`src/sma_consts.vh`:
```
// Constants for the secure module abort and timing supervisor.
`ifndef SMA_CONSTS_VH
`define SMA_CONSTS_VH
`define SMA_CLK_HZ      32'd10000000
`define SMA_MS_PER_S    32'd1000
`define SMA_MS_CYCLES   (`SMA_CLK_HZ / `SMA_MS_PER_S)
`define SMA_PRE_ZERO    16'h0000
`define SMA_PRE_ONE     16'h0001
`define SMA_MS_ZERO     12'h000
`define SMA_MS_ONE      12'h001
`define SMA_MS_MAX      12'hfff
`define SMA_SHORT_DUR   12'h014
`define SMA_SHORT_TMO   12'h2ee
`define SMA_LONG_DUR    12'h2ee
`define SMA_LONG_TMO    12'h7d0
`define SMA_FULL_DUR    12'h3e8
`define SMA_FULL_TMO    12'h7d0
`define SMA_TMO_A       12'h2ee
`define SMA_TMO_B       12'h7d0
`define SMA_TMO_C       12'h0c8
`define SMA_TMO_D       12'h01e
`define SMA_CLS_SHORT   2'h0
`define SMA_CLS_LONG    2'h1
`define SMA_CLS_FULL    2'h2
`define SMA_CLS_EXEMPT  2'h3
`define SMA_ALL_ONES    8'hff
`define SMA_BYTE_ZERO   8'h00
`define SMA_BIT_ZERO    3'h0
`define SMA_BIT_ONE     3'h1
`define SMA_BIT_LAST    3'h7
`define SMA_SPI_IDLE    2'h0
`define SMA_SPI_DECODE  2'h1
`define SMA_SPI_ACTIVE  2'h2
`define SMA_SPI_ABORT   2'h3
`endif

```
`src/sma_abort_timing.v`:
```
// Host bus abort, failure mode gating and command timing supervisor.
`timescale 1ns/1ps
`default_nettype none
`include "sma_consts.vh"
// Summary of operation
// An aborted LPC cycle changes no internal state at all.
// LPC abort withholds SYNC or discards writes; synced reads return all ones.
// SPI read abort drives MISO high until chip select goes inactive.
// SPI write abort drives MISO high and drops all later data bytes.
// The SPI cycle may be stalled with a wait state while decoding.
// In failure mode hash begin, data and end writes complete as dropped writes.
// In failure mode hash commands start nothing and change no state.
// In failure mode FIFO registers and locality changes keep working.
// In failure mode buffer interface registers and locality changes keep working.
// Command time runs from the execute write until completion is signalled.
// FIFO completion sets response available and status valid flags.
// Buffer interface completion clears the start bit to zero.
// Short commands aim for 20 ms and must end within 750 ms.
// Long commands 750 ms, limit 2000 ms; full self-test 1000 ms, limit 2000 ms.
// Signature checks with 3072-bit keys are exempt from the limits.
// Time spent on algorithm self-test is not counted.
// Nonvolatile read limits apply only before the operating system runs.
// Interface timeout A defaults to 750 ms, B to 2000 ms.
// Exactly four interface timeouts; C defaults to 200 ms, D to 30 ms.
// The host waits at most timeout B for a cancellation.
// After shutdown every host access aborts until the next reset; execCmdWr and crbStartWr still start commands.
// The platform reset pin rising edge reinitialises the block.
// Millisecond timing comes from a prescaled counter on the core clock.
module sma_abort_timing #(
   parameter integer MS_CYCLES = `SMA_MS_CYCLES
) (
   input  wire        core_clk,
   input  wire        reset,
   input  wire        platRstN,
   input  wire        shutdownEvt,
   input  wire        failureMode,
   input  wire        lpcCycleStb,
   input  wire        lpcRead,
   input  wire        lpcAbortReq,
   input  wire        lpcAbortSyncEn,
   input  wire [7:0]  lpcWrData,
   input  wire [7:0]  lpcRdDataIn,
   output reg         lpcSyncValid,
   output reg  [7:0]  lpcRdData,
   output reg         lpcWrStb,
   output reg  [7:0]  lpcWrDataOut,
   input  wire        spiSclk,
   input  wire        spiCsN,
   input  wire        spiMosi,
   input  wire        spiDecoding,
   input  wire        spiAbortReq,
   input  wire        coreMisoBit,
   output reg         spiMiso,
   output reg         spiMisoOe,
   output reg  [7:0]  spiByte,
   output reg         spiByteStb,
   input  wire        hashStartWr,
   input  wire        hashDataWr,
   input  wire        hashEndWr,
   output reg         hashWrAck,
   output reg         hashSeqStart,
   output reg         hashSeqData,
   output reg         hashSeqEnd,
   input  wire        fifoRegStb,
   input  wire        crbRegStb,
   input  wire        locChgStb,
   output reg         fifoRegOut,
   output reg         crbRegOut,
   output reg         locChgOut,
   input  wire        execCmdWr,
   input  wire        crbStartWr,
   input  wire [1:0]  cmdClass,
   input  wire        selfTestActive,
   input  wire        cmdDone,
   output reg         respAvailFlag,
   output reg         statusValidFlag,
   output reg         crbStartBit,
   output reg         cmdBusy,
   output reg         durationOverrun,
   output reg         timeoutOverrun,
   output reg  [11:0] timeoutA,
   output reg  [11:0] timeoutB,
   output reg  [11:0] timeoutC,
   output reg  [11:0] timeoutD,
   output reg         initPulse,
   output reg         shutdownActive
);
   localparam [31:0] MS_LAST32 = MS_CYCLES - 1;

   reg        rstS1_q, rstS2_q, rstS3_q;
   reg        sclkS1_q, sclkS2_q, sclkS3_q;
   reg        csS1_q, csS2_q;
   reg        mosiS1_q, mosiS2_q;
   reg [1:0]  spiSt_q, spiSt_d;
   reg [2:0]  bitCnt_q;
   reg [7:0]  shift_q;
   reg [15:0] pre_q;
   reg [11:0] msCnt_q;
   reg [11:0] durLim, tmoLim;
   wire       clr, sclkRise, sclkFall, csActive, msTick, lpcAbort, spiAbort, anyGo;

   // Pins are synchronised twice before any logic looks at them.
   always @(posedge core_clk) begin
      rstS1_q  <= platRstN;
      rstS2_q  <= rstS1_q;
      rstS3_q  <= rstS2_q;
      sclkS1_q <= spiSclk;
      sclkS2_q <= sclkS1_q;
      sclkS3_q <= sclkS2_q;
      csS1_q   <= spiCsN;
      csS2_q   <= csS1_q;
      mosiS1_q <= spiMosi;
      mosiS2_q <= mosiS1_q;
   end

   assign sclkRise = sclkS2_q & ~sclkS3_q;
   assign sclkFall = ~sclkS2_q & sclkS3_q;
   assign csActive = ~csS2_q;

   // Reinitialise on the low-to-high edge of the platform reset pin.
   always @(posedge core_clk) begin
      if (reset) begin
         initPulse <= 1'b0;
      end else begin
         initPulse <= rstS2_q & ~rstS3_q;
      end
   end
   assign clr = reset | initPulse;

   // Shutdown sticks until a reset; a new event in the init cycle still wins.
   always @(posedge core_clk) begin
      if (reset) begin
         shutdownActive <= 1'b0;
      end else if (shutdownEvt) begin
         shutdownActive <= 1'b1;
      end else if (initPulse) begin
         shutdownActive <= 1'b0;
      end
   end

   assign lpcAbort = lpcAbortReq | shutdownActive;
   assign spiAbort = spiAbortReq | shutdownActive;

   // LPC: an aborted cycle never reaches the internal write strobe.
   always @(posedge core_clk) begin
      if (clr) begin
         lpcSyncValid <= 1'b0;
         lpcRdData    <= `SMA_BYTE_ZERO;
         lpcWrStb     <= 1'b0;
         lpcWrDataOut <= `SMA_BYTE_ZERO;
      end else begin
         lpcSyncValid <= lpcCycleStb & (~lpcAbort | lpcAbortSyncEn);
         lpcWrStb     <= lpcCycleStb & ~lpcRead & ~lpcAbort;
         if (lpcCycleStb & ~lpcRead & ~lpcAbort) begin
            lpcWrDataOut <= lpcWrData;
         end
         if (lpcCycleStb & lpcRead) begin
            lpcRdData <= lpcAbort ? `SMA_ALL_ONES : lpcRdDataIn;
         end
      end
   end

   // SPI transaction state; an abort holds until chip select is released.
   always @* begin
      spiSt_d = spiSt_q;
      case (spiSt_q)
         `SMA_SPI_IDLE: begin
            if (csActive) begin
               spiSt_d = spiAbort ? `SMA_SPI_ABORT : (spiDecoding ? `SMA_SPI_DECODE : `SMA_SPI_ACTIVE);
            end
         end
         `SMA_SPI_DECODE: begin
            if (!csActive) begin
               spiSt_d = `SMA_SPI_IDLE;
            end else if (spiAbort) begin
               spiSt_d = `SMA_SPI_ABORT;
            end else if (!spiDecoding) begin
               spiSt_d = `SMA_SPI_ACTIVE;
            end
         end
         `SMA_SPI_ACTIVE: begin
            if (!csActive) begin
               spiSt_d = `SMA_SPI_IDLE;
            end else if (spiAbort) begin
               spiSt_d = `SMA_SPI_ABORT;
            end else if (spiDecoding) begin
               spiSt_d = `SMA_SPI_DECODE;
            end
         end
         `SMA_SPI_ABORT: begin
            if (!csActive) begin
               spiSt_d = `SMA_SPI_IDLE;
            end
         end
         default: begin
            spiSt_d = `SMA_SPI_IDLE;
         end
      endcase
   end

   // MISO changes on the falling clock edge, but an abort shows at once.
   always @(posedge core_clk) begin
      if (clr) begin
         spiSt_q   <= `SMA_SPI_IDLE;
         spiMiso   <= 1'b0;
         spiMisoOe <= 1'b0;
      end else begin
         spiSt_q   <= spiSt_d;
         spiMisoOe <= csActive;
         if (spiSt_d == `SMA_SPI_ABORT) begin
            spiMiso <= 1'b1;
         end else if (sclkFall) begin
            spiMiso <= (spiSt_d == `SMA_SPI_DECODE) ? 1'b0 : coreMisoBit;
         end
      end
   end

   // Bytes are assembled on rising edges and dropped once aborted.
   always @(posedge core_clk) begin
      if (clr) begin
         bitCnt_q   <= `SMA_BIT_ZERO;
         shift_q    <= `SMA_BYTE_ZERO;
         spiByte    <= `SMA_BYTE_ZERO;
         spiByteStb <= 1'b0;
      end else begin
         spiByteStb <= 1'b0;
         if (!csActive) begin
            bitCnt_q <= `SMA_BIT_ZERO;
         end else if (sclkRise) begin
            shift_q  <= {shift_q[6:0], mosiS2_q};
            bitCnt_q <= bitCnt_q + `SMA_BIT_ONE;
            if (bitCnt_q == `SMA_BIT_LAST && spiSt_d != `SMA_SPI_ABORT) begin
               spiByte    <= {shift_q[6:0], mosiS2_q};
               spiByteStb <= 1'b1;
            end
         end
      end
   end

   // Hash writes complete on the bus unless shut down, but only act outside failure mode.
   always @(posedge core_clk) begin
      if (clr) begin
         hashWrAck    <= 1'b0;
         hashSeqStart <= 1'b0;
         hashSeqData  <= 1'b0;
         hashSeqEnd   <= 1'b0;
      end else begin
         hashWrAck    <= (hashStartWr | hashDataWr | hashEndWr) & ~shutdownActive;
         hashSeqStart <= hashStartWr & ~failureMode & ~shutdownActive;
         hashSeqData  <= hashDataWr & ~failureMode & ~shutdownActive;
         hashSeqEnd   <= hashEndWr & ~failureMode & ~shutdownActive;
      end
   end

   // Register and locality traffic ignores failure mode on purpose.
   always @(posedge core_clk) begin
      if (clr) begin
         fifoRegOut <= 1'b0;
         crbRegOut  <= 1'b0;
         locChgOut  <= 1'b0;
      end else begin
         fifoRegOut <= fifoRegStb & ~shutdownActive;
         crbRegOut  <= crbRegStb & ~shutdownActive;
         locChgOut  <= locChgStb & ~shutdownActive;
      end
   end

   // Completion flags; a start in the completion cycle wins over the completion.
   assign anyGo = execCmdWr | crbStartWr;
   always @(posedge core_clk) begin
      if (clr) begin
         respAvailFlag   <= 1'b0;
         statusValidFlag <= 1'b0;
         crbStartBit     <= 1'b0;
         cmdBusy         <= 1'b0;
      end else begin
         if (execCmdWr) begin
            respAvailFlag   <= 1'b0;
            statusValidFlag <= 1'b0;
         end else if (cmdDone & cmdBusy) begin
            respAvailFlag   <= 1'b1;
            statusValidFlag <= 1'b1;
         end
         if (crbStartWr) begin
            crbStartBit <= 1'b1;
         end else if (cmdDone) begin
            crbStartBit <= 1'b0;
         end
         if (anyGo) begin
            cmdBusy <= 1'b1;
         end else if (cmdDone) begin
            cmdBusy <= 1'b0;
         end
      end
   end

   // Limits per command class; the exempt class covers large-key checks and OS-time reads.
   always @* begin
      durLim = `SMA_MS_MAX;
      tmoLim = `SMA_MS_MAX;
      case (cmdClass)
         `SMA_CLS_SHORT: begin
            durLim = `SMA_SHORT_DUR;
            tmoLim = `SMA_SHORT_TMO;
         end
         `SMA_CLS_LONG: begin
            durLim = `SMA_LONG_DUR;
            tmoLim = `SMA_LONG_TMO;
         end
         `SMA_CLS_FULL: begin
            durLim = `SMA_FULL_DUR;
            tmoLim = `SMA_FULL_TMO;
         end
         default: begin
            durLim = `SMA_MS_MAX;
            tmoLim = `SMA_MS_MAX;
         end
      endcase
   end

   // Millisecond prescaler; it freezes while an algorithm self-test runs.
   assign msTick = (pre_q == MS_LAST32[15:0]);
   always @(posedge core_clk) begin
      if (clr | anyGo) begin
         pre_q   <= `SMA_PRE_ZERO;
         msCnt_q <= `SMA_MS_ZERO;
      end else if (cmdBusy & ~selfTestActive) begin
         pre_q <= msTick ? `SMA_PRE_ZERO : pre_q + `SMA_PRE_ONE;
         if (msTick && msCnt_q != `SMA_MS_MAX) begin
            msCnt_q <= msCnt_q + `SMA_MS_ONE;
         end
      end
   end

   // Overrun flags stay up until the next command starts.
   always @(posedge core_clk) begin
      if (clr | anyGo) begin
         durationOverrun <= 1'b0;
         timeoutOverrun  <= 1'b0;
      end else if (cmdBusy && cmdClass != `SMA_CLS_EXEMPT) begin
         if (msCnt_q >= durLim) begin
            durationOverrun <= 1'b1;
         end
         if (msCnt_q >= tmoLim) begin
            timeoutOverrun <= 1'b1;
         end
      end
   end

   // The four interface timeout defaults, loaded at every init.
   always @(posedge core_clk) begin
      if (clr) begin
         timeoutA <= `SMA_TMO_A;
         timeoutB <= `SMA_TMO_B;
         timeoutC <= `SMA_TMO_C;
         timeoutD <= `SMA_TMO_D;
      end
   end
endmodule // sma_abort_timing
`default_nettype wire

```
`config.mk`:
```
export PLATFORM = sky130hd
export DESIGN_NAME = sma_abort_timing
export DESIGN_NICKNAME = d
export VERILOG_FILES = /design/src/sma_abort_timing.v
export VERILOG_INCLUDE_DIRS = /design/src /design/src/src
export SDC_FILE = /design/constraint.sdc
export NUM_CORES = 1
export LEC_CHECK = 0
export BUFFER_PORTS_ARGS = -buffer_cell sky130_fd_sc_hd__buf_4
export CAP_MARGIN = 0
export CORE_UTILIZATION = 55
export DETAILED_ROUTE_END_ITERATION = 7
export GPL_TIMING_DRIVEN = 0
export PLACE_DENSITY = 0.9
export SYNTH_ARGS = -nofsm -noshare
export SYNTH_HDL_FRONTEND = slang
export SYNTH_SLANG_ARGS = --single-unit
```
`constraint.sdc`:
```
create_clock -name core_clk -period 3.7 [get_ports core_clk]
set_input_delay 0.74 -clock core_clk [delete_from_list [all_inputs] [get_ports core_clk]]
set_output_delay 0.74 -clock core_clk [all_outputs]
set_load 0.1 [all_outputs]
```
==> results.py, run 1 <==
metrics = {
    "cts": {
        "cts.sinks": 93,
        "clk_latency_ns": 0.36,
        "holdBufCountCts": 0,
        "cts_post_setup_buffers_inserted": 0,
        "cts.reportedPaths.clkPinSlew_ns": 0.10,
        "cts.root.buffer_cell": "clkbuf_8",
        "htreeDepth": 3,
        "postCtsResizedCells": 0,
        "cts_inserted_buffers": 9,
        "cts_tree": "built",
        "cts.path.max_buffers": 2,
    },
    "sta": {
        "timing.clock.skew_ns": 0.008831,
        "worst_slew_pin_slew_ns": 0.7134,
        "maxSlewHeadroom": 0.5231,
        "setup_tns_ns": 0,
        "rsz0062_at_grt": "false",
        "finalCriticalPeriod_ns": 2.285,
        "final-hold-violation-count": 0,
        "fmaxAchievable_mhz": 437.6,
        "fin_crit_sh": 0.6177,
        "finalSetupViolations": 0,
        "finalHoldWorstSlack_ns": 0.3228,
        "slew_viol_final": 0,
    },
    "cells_and_area": {
        "layout.filler_cells": 560,
        "layout.nets": 679,
        "antenna_cells_inserted": 0,
        "share_of_layout_cells_above_drive_strength_1": 0.2624,
        "area_growth_pct": 27.45,
    },
    "worst_setup_path": {
        "timing.critical_path.from_type": "primary input",
        "critical_path_arrival_ns": 2.54,
        "worst_path_largest_cell_delay_ns": 0.31,
        "critical_path.endpoint_type": "register",
        "worstPathCellList": "buf_4, nand2b_1, nor2_2, nand4_1, clkbuf_1, nand2_1, buf_2, nor2_1",
        "setup.worst_path.class": "in -> reg",
        "critPathMaxFanout": 10,
        "timing.critical_path.required_ns": 3.96,
        "crit_path_top_delay_cell": "clkbuf_1",
    },
    "pwr": {
        "vdd.ir_drop.worst_mv": 0.4823,
        "pwr_cell_area_nw_per_um2": 431.8,
        "share_clk_of_total_power": 0.324,
        "psw_mw": 0.8016,
        "p_int_mw": 1.531,
        "comb_power_share": 0.230,
        "p_seq_frac": 0.446,
        "share_of_total_power_consumed_by_net_switching": 0.3436,
        "p_leak_nw": 2.388,
    },
    "outcome": {
        "outcome": "finished, final reports clean",
    },
    "synthesis": {
        "ys_async_sr_fraction": 0,
        "synth_ff_type": "dfxtp_1",
        "synth_register_bits": 93,
        "synth_edf_count": 0,
        "synthDominantAreaCellType": "dfxtp_1",
        "synthCells": 477,
        "post_synth_instance_area_um2": 4239,
        "post_synth.cell_area_avg_um2": 8.887,
        "ys.warnings.count": 0,
        "yosysSeqAreaShare": 0.4392,
        "ys_types": 52,
        "yosys.area.top_type_share": 0.4392,
        "synthTopCellsByArea": "dfxtp_1 (44%), buf_4 (8.7%), nor2_1 (5.4%)",
    },
    "die": {
        "floorplan.die.height_um": 89.79,
        "core_area_um2": 7370,
        "fp.dieArea_um2": 8062,
        "placement_row_count": 31,
        "io_pins": 135,
        "start_util": 0.5752,
        "die_w_um": 89.79,
    },
    "placement": {
        "place_hpwl_um": 6932,
        "routabilityCongestion": 0.8546,
        "io_buffers": 86,
    },
    "routing": {
        "wirelength_um": 9481,
        "drt_drc_violations_left": 0,
        "avgViaCountPerCell": 5.117,
        "drt-wirelength-per-cell_um": 13.10,
        "drtPass1Iterations": 5,
        "vias": 3705,
        "dr.first_iter.drc_count": 202,
        "drtAntennaViolNets": 0,
    },
    "global_routing": {
        "global_route_wire_length_before_repair_um": 15860,
        "antenna_violations_before_repair": 0,
        "grt_max_degree": 17,
        "grt_util_all_layers": 0.2394,
        "grt_pass1_vias": 3555,
        "grt.overflow.total": 0,
    },
    "hold_path": {
        "min_path_type": "reg -> reg",
    },
    "run": {
        "max_cap_violations": 0,
    },
}
==> metrics by stage <==
step                cell area (µm²)  worst slack, ns  utilization  std cells  power (mW)
floorplan                      4412            1.268            -        523       1.507
global placement               5181            1.150       0.7031        708       1.588
detailed placement             5181            1.083       0.7031        708       1.596
CTS                            5403            1.432       0.7331        724       2.336
global route                   5403            1.313       0.7331        724       2.415
finish                         5403            1.415       0.7331        724       2.333
==> synthesized netlist by cell type, types with 2 or more instances <==
library cell   n
ha_1          16
xnor2_1       10
nor2_1        61
o31ai_1        4
buf_1          3
o211ai_1       4
nor3_1         8
and3_1         6
nand4_1        7
nor2b_1        5
buf_2          7
nand3_1       12
mux2i_1       17
a31oi_1        4
a21oi_1       22
o41ai_1        3
inv_1         10
and2_1         7
o311ai_0       2
conb_1         2
or4_1          7
xor2_1         9
clkbuf_1      10
dfxtp_1       93
nand3b_1       2
nand2_1       38
o21ai_0       10
o22ai_1        8
or3_1          5
or2_2          2
nor3b_1        3
buf_4         49
o31a_1         2
a211oi_1       5
nand2b_1       4
nor4_1         4
==> worst paths after layout <==
path                            depth (start not counted)       end           start  slack (ns)
worst max register to register                          7  pre_q[6]         cmdBusy        1.47
worst min-delay path                                    0   rstS2_q         rstS1_q        0.32
worst max-delay path                                    8  pre_q[6]  selfTestActive        1.41
worst min register to register                          0   rstS2_q         rstS1_q        0.32
==> per-layer routing <==
layer / vias to the layer above / GRT usage / wire [µm]
li1: 1838 / - / -
met1: 1692 / 0.2673 / 3715
met2: 155 / 0.4340 / 4901
met3: 20 / 0.07276 / 682
met4: 0 / 0.07377 / 181
met5: - / 0 / 0
==> registers in the layout, indices dropped and copies added (netlist names), 2 cells and up <==
register / cells
lpcWrDataOut: 8
lpcRdData: 8
pre_q: 16
spiSt_q: 2
msCnt_q: 12
spiByte: 8
shift_q: 7
bitCnt_q: 3
==> area by class of cell <==
class	count	area [µm²]	area share
inverter	10	37.54	0.006948
clock buffer	10	127.6	0.02362
sequential	93	1862	0.3446
clock inverter	6	93.84	0.01737
timing repair buffer	86	645.6	0.1195
buffer	69	451.7	0.08360
multi-input combinational	351	2061	0.3814
tap	99	123.9	0.02293
==> power by group through the flow <==
stage | clock network, mW | logic (mW) | registers (mW)
after global routing | 0.815 | 0.557 | 1.04
after detailed placement | 0 | 0.533 | 1.06
after global placement | 0 | 0.526 | 1.06
after CTS | 0.761 | 0.535 | 1.04
final | 0.756 | 0.537 | 1.04
after floorplan | 0 | 0.324 | 1.18
==> kinds of logic after synthesis <==
family,share of synthesized area
AOI/OAI and AO/OA,0.1080
buffers and inverters,0.1154
other,0.001772
xor gates and xnor gates,0.03926
and+or+nand+nor,0.2090
muxes,0.04014
DFF,0.4392
adders and majority gates,0.04723
==> cells in the final DEF, fill, tap and decap left out, types with 8 or more instances in the layout <==
master      n
buf_4     135
dfxtp_1    93
nor2_1     61
conb_1     48
nand2_1    38
a21oi_1    22
mux2i_1    17
ha_1       16
nand3_1    12
clkbuf_1   11
inv_1      10
o21ai_0    10
xnor2_1    10
xor2_1      9
clkbuf_8    9
nor3_1      8
o22ai_1     8
==> worst max-delay path: cells and delay by family <==
family | cells | cell delay, ns
buffers and inverters | 3 | 0.68
and+or+nand+nor | 5 | 1.11
(Power assumes the default switching activity.)
==> run 2: changes to the inputs <==
Settings changed: CORE_UTILIZATION 55 to 46, PLACE_DENSITY 0.9 to 0.81.
Clock period 3.7 ns to 2 ns, I/O delays scaled along.
==> run 2 against run 1 <==
  * The flow now finishes with violations (design-rule violations)
  * Sequential share of layout area down 0.062 points
  * Clock power up 67%
  * Sequential power up 85%
  * Die area up 19%
  * Critical path depth down 2
  * Routed wire length down 4.3%
  * Final cell count up 1.2%
  * Power up 79%
  * Hold slack worse by 0.18 ns
  * Global-route usage down 4.8 points
==> results.py, run 2 (synthesis gave the netlist of run 1 again) <==
metrics = {
    "cells_and_area": {
        "layout_commonest_cell": "buf_4",
        "largest_register_by_flop_count": "pre_q",
        "layout.filler_cells": 760,
        "share_of_layout_cells_above_drive_strength_1": 0.2832,
        "largest_reg_flops": 16,
        "layout.cells.most_common_list": "buf_4 (136), dfxtp_1 (89), nor2_1 (61), conb_1 (48), nand2_1 (36)",
        "area_growth_pct": 28.36,
        "layout.nets": 679,
        "layout.cell_area.non_filler_um2": 5441,
        "antenna_cells_inserted": 0,
        "biggestRegsByFlops": "pre_q: 16 flops, msCnt_q: 12 flops",
        "fin_util": 0.6179,
    },
    "sta": {
        "fin_crit_sh": 0.9551,
        "finalCriticalPeriod_ns": 1.910,
        "worst_slew_pin_slew_ns": 0.6660,
        "fmaxAchievable_mhz": 523.5,
        "finalSetupViolations": 0,
        "slew_viol_final": 0,
        "timing.clock.skew_ns": 0.01272,
        "worst_slack_ns": 0.08976,
        "final-hold-violation-count": 0,
        "maxSlewHeadroom": 0.5548,
    },
    "pwr": {
        "vdd.ir_drop.worst_mv": 0.5302,
        "pwr_cell_area_nw_per_um2": 766.2,
        "p_leak_nw": 2.398,
    },
    "die": {
        "die_w_um": 98.00,
        "fp.dieArea_um2": 9603,
        "start_util": 0.4814,
        "placement_row_count": 34,
        "io_pins": 135,
        "floorplan.die.height_um": 98.00,
        "core_area_um2": 8806,
    },
    "cts": {
        "clk_latency_ns": 0.36,
        "cts.path.max_buffers": 2,
        "holdBufCountCts": 0,
        "cts_tree": "built",
        "htreeDepth": 3,
        "cts.root.buffer_cell": "clkbuf_8",
        "cts_inserted_buffers": 9,
        "cts.sinks": 93,
        "cts.reportedPaths.clkPinSlew_ns": 0.10,
    },
    "worst_setup_path": {
        "crit_path_top_delay_cell": "or4_1",
        "timing.critical_path.from_type": "register",
        "timing.critical_path.required_ns": 2.30,
        "critical_path.endpoint_type": "register",
        "critPathMaxFanout": 6,
        "worst-path-buf-inv": 0,
        "setup.worst_path.class": "reg -> reg",
        "cpLargestDelayFamily": "simple AND/OR/NAND/NOR gates",
        "worstPathCellList": "ha_2, nand2_2, or2_4, or3_1, or4_1, o21ai_1",
        "worst_path_largest_cell_delay_ns": 0.41,
        "critical_path_arrival_ns": 2.21,
    },
    "routing": {
        "routed-wl-met2_um": 4463,
        "drtAntennaViolNets": 0,
        "dr.first_iter.drc_count": 125,
        "drtPass1Iterations": 6,
        "wirelength_um": 9075,
        "met3_routed_wl_um": 601,
        "highest-signal-layer": "met4",
        "vias": 3598,
        "avgViaCountPerCell": 4.909,
        "drt_drc_violations_left": 6,
        "routedLengthMet1_um": 3845,
        "drt-wirelength-per-cell_um": 12.38,
    },
    "placement": {
        "routabilityCongestion": 0.8215,
        "pre_cts_ws_ns": -0.2536,
        "post_dp_cell_area_um2": 5196,
        "io_buffers": 86,
        "place_hpwl_um": 6919,
    },
    "outcome": {
        "outcome": "finished with violations",
        "violations": "design-rule violations",
    },
    "hold_path": {
        "min_path_type": "in -> reg",
    },
    "run": {
        "max_cap_violations": 0,
    },
    "global_routing": {
        "antenna_violations_before_repair": 0,
        "grt.overflow.total": 0,
        "grt_util_all_layers": 0.1917,
        "grt_max_degree": 17,
        "global_route_wire_length_before_repair_um": 15120,
        "grt_pass1_vias": 3418,
    },
}
[run 2: layout make-up]
type | count | area, µm² | share of cell area
Timing Repair Buffer | 87 | 653.1 | 0.1200
Clock buffer | 10 | 127.6 | 0.02345
Sequential cell | 93 | 1872 | 0.3440
Clock inverter | 6 | 73.82 | 0.01357
Multi-Input combinational cell | 351 | 2090 | 0.3840
Buffer | 68 | 452.9 | 0.08324
Inverter | 10 | 37.54 | 0.006898
Tap cell | 108 | 135.1 | 0.02483
[run 2: what timing repair did]
action                     in CTS  in global routing
setup buffers                   1                  0
resized for setup               2                 15
pin swaps                       1                  0
setup endpoints to repair      20                 28
[run 2: worst reg2reg max path, cell delays in order (launching register included)]
cell and delay (ns):
dfxtp_4 0.39, ha_2 0.21, nand2_2 0.08, or2_4 0.28, or3_1 0.38, or4_1 0.41, o21ai_1 0.09
[run 2: per-layer routing]
metal  vias to the layer above  GRT usage
li1                       1843          -
met1                      1616     0.2193
met2                       128     0.3369
met3                        11    0.05297
met4                         0    0.07692
met5                         -          0
[run 2: power by group]
| group | total, mW | internal [mW] | leakage, nW | switching (mW) |
|---|---|---|---|---|
| Combinational | 0.991 | 0.220 | 1.54 | 0.770 |
| Sequential | 1.92 | 1.90 | 0.761 | 0.0264 |
| Clock | 1.26 | 0.589 | 0.101 | 0.668 |
[run 2: per-stage QoR]
stage                TNS (ns)  power [mW]  std cells  hold slack, ns
floorplan                   0       2.788        523          0.3096
global placement       -3.384       2.940        717          0.3131
detailed placement     -4.280       2.951        717          0.3128
CTS                         0       4.195        734          0.1215
global route        -0.002728       4.312        733          0.1173
finish                      0       4.169        733          0.1429
[run 2: path summary, 6_finish.rpt]
| check | startpoint | to | slack [ns] | cells past startpoint |
|---|---|---|---|---|
| max | msCnt_q[1] | msCnt_q[8] | 0.09 | 6 |
| min | spiSclk | sclkS1_q | 0.14 | 1 |
| max reg2reg | msCnt_q[1] | msCnt_q[8] | 0.09 | 6 |
| min reg2reg | rstS1_q | rstS2_q | 0.33 | 0 |
==> run 3: changes to the inputs <==
Settings changed: GPL_TIMING_DRIVEN 0 to 1, PLACE_DENSITY 0.81 to 0.76.
==> run 3 against run 2 <==
  * The run still ends with design-rule violations left
  * Largest power group unchanged
  * Die area stayed put
  * Design area decreased by 6.3%
  * Critical path depth stayed put
  * Non-clock buffer count decreased by 51
  * Register-to-register slack better by 0.02 ns
  * Hold slack worse by 0.0027 ns
  * Fmax up 1.2%
  * Sequential share of layout area grew 2.2 points
  * Critical endpoint unchanged
  * Worst setup slack gained 0.022 ns
  * Power is essentially flat
  * Sequential power about the same
==> results.py, run 3 (synthesis gave the netlist of run 1 again) <==
metrics = {
    "cells_and_area": {
        "layout_commonest_cell": "buf_4",
        "layout.cell_area.non_filler_um2": 5100,
        "fin_util": 0.5791,
        "biggestRegsByFlops": "pre_q: 16 flops, msCnt_q: 12 flops",
        "layout.cells.most_common_list": "buf_4 (104), dfxtp_1 (91), nor2_1 (61), conb_1 (48), nand2_1 (38)",
        "largest_register_by_flop_count": "pre_q",
        "layout.nets": 628,
        "share_of_layout_cells_above_drive_strength_1": 0.2247,
        "antenna_cells_inserted": 0,
        "post_layout_nonfiller_instances": 682,
        "largest_reg_flops": 16,
        "area_growth_pct": 20.31,
        "layout.filler_cells": 752,
    },
    "cts": {
        "cts.sinks": 93,
        "cts.reportedPaths.clkPinSlew_ns": 0.09,
        "cts_tree": "built",
        "htreeDepth": 3,
        "cts_inserted_buffers": 9,
        "cts.root.buffer_cell": "clkbuf_8",
        "clk_latency_ns": 0.36,
        "cts.path.max_buffers": 2,
    },
    "pwr": {
        "total_power_mw": 4.166,
        "psw_mw": 1.425,
        "p_int_mw": 2.740,
        "p_leak_nw": 2.194,
        "vdd.ir_drop.worst_mv": 0.5239,
        "share_of_total_power_consumed_by_net_switching": 0.3422,
        "pwr_cell_area_nw_per_um2": 816.8,
        "comb_power_share": 0.218,
        "share_clk_of_total_power": 0.319,
        "p_seq_frac": 0.462,
    },
    "outcome": {
        "outcome": "finished with violations",
        "violations": "design-rule violations",
    },
    "sta": {
        "finalCriticalPeriod_ns": 1.888,
        "worst_slack_ns": 0.1118,
        "finalSetupViolations": 0,
        "setup_tns_ns": 0,
        "final-hold-violation-count": 0,
        "rsz0062_at_grt": "false",
        "timing.clock.skew_ns": 0.01143,
        "finalHoldWorstSlack_ns": 0.1402,
        "fin_crit_sh": 0.9441,
        "fmaxAchievable_mhz": 529.6,
        "worst_slew_pin_slew_ns": 0.6835,
        "slew_viol_final": 0,
        "maxSlewHeadroom": 0.5431,
    },
    "die": {
        "floorplan.die.height_um": 98.00,
        "die_w_um": 98.00,
        "start_util": 0.4814,
        "fp.dieArea_um2": 9603,
        "core_area_um2": 8806,
        "placement_row_count": 34,
        "io_pins": 135,
    },
    "global_routing": {
        "global_route_wire_length_before_repair_um": 14470,
        "grt_util_all_layers": 0.1845,
        "grt_pass1_vias": 3188,
        "grt.overflow.total": 0,
        "antenna_violations_before_repair": 0,
        "grt_max_degree": 27,
    },
    "worst_setup_path": {
        "timing.critical_path.from_type": "register",
        "setup.worst_path.class": "reg -> reg",
        "crit_path_top_delay_cell": "or4_1",
        "worst_path_largest_cell_delay_ns": 0.40,
        "critical_path_arrival_ns": 2.18,
        "worst-path-buf-inv": 0,
        "critical_path.endpoint_type": "register",
        "worstPathCellList": "ha_1, nand2_1, or2_4, or3_1, or4_1, o21ai_1",
        "critPathMaxFanout": 6,
        "worst-r2r-cell-count": 6,
        "timing.critical_path.required_ns": 2.29,
        "cpLargestDelayFamily": "simple AND/OR/NAND/NOR gates",
        "cp.depth": 6,
    },
    "routing": {
        "drt_drc_violations_left": 4,
        "avgViaCountPerCell": 5.043,
        "drtAntennaViolNets": 0,
        "dr.first_iter.drc_count": 134,
        "drtPass1Iterations": 6,
        "wirelength_um": 8615,
        "vias": 3439,
        "drt-wirelength-per-cell_um": 12.63,
    },
    "placement": {
        "routabilityCongestion": 0.8121,
        "io_buffers": 86,
        "pre_cts_ws_ns": 0.002017,
        "place_hpwl_um": 6350,
        "post_dp_cell_area_um2": 4880,
        "dpl.cell_count": 666,
    },
    "hold_path": {
        "holdPathStages": 1,
        "min_path_type": "in -> reg",
    },
    "run": {
        "max_cap_violations": 0,
    },
}
[run 3: cell types whose count changed in the layout (fill, tap and decap cells not counted), sizes merged]
cell / change
buf: -42
clkbuf: -7
clkinv: -5
clkinvlp: +2
inv: +1
[run 3: worst register-to-register path: cells and delay by family, from the launching register on]
family          cells  cell delay, ns
compound gates      1            0.09
fa+ha+maj           1            0.20
flops               1            0.38
simple gates        4            1.15
[run 3: layer usage]
metal,vias up,track usage,routed length (µm)
met5,-,0,0
met4,0,0.06177,139
met3,17,0.05011,512
met2,105,0.3229,4284
met1,1585,0.2174,3678
li1,1732,-,-
[run 3: power groups by stage]
stage	combinational, mW	clock (mW)	sequential, mW
floorplan	0.599	0	2.19
global placement	0.901	0	1.97
detailed placement	0.909	0	1.97
CTS	0.910	1.37	1.93
global route	0.944	1.45	1.93
finish	0.910	1.33	1.93
[run 3: cell type report]
class / instances / area [µm²] / share of cell area
Multi-Input combinational cell: 351 / 2061 / 0.4041
Clock inverter: 4 / 53.80 / 0.01055
Timing Repair Buffer: 104 / 780.7 / 0.1531
Inverter: 10 / 37.54 / 0.007360
Tap cell: 108 / 135.1 / 0.02650
Clock buffer: 12 / 165.2 / 0.03238
Sequential cell: 93 / 1867 / 0.3660
[run 3: path summary, 6_finish.rpt]
kind	from	slack [ns]	end
max	msCnt_q[0]	0.11	msCnt_q[8]
min	spiMosi	0.14	mosiS1_q
max reg2reg	msCnt_q[0]	0.11	msCnt_q[8]
min reg2reg	sclkS1_q	0.33	sclkS2_q
[run 3: what timing repair did]
item | CTS | global route
gates resized for setup | 0 | 1
buffers inserted | 0 | 0
endpoints found under the setup margin | 0 | 2
hold buffers | 0 | 0
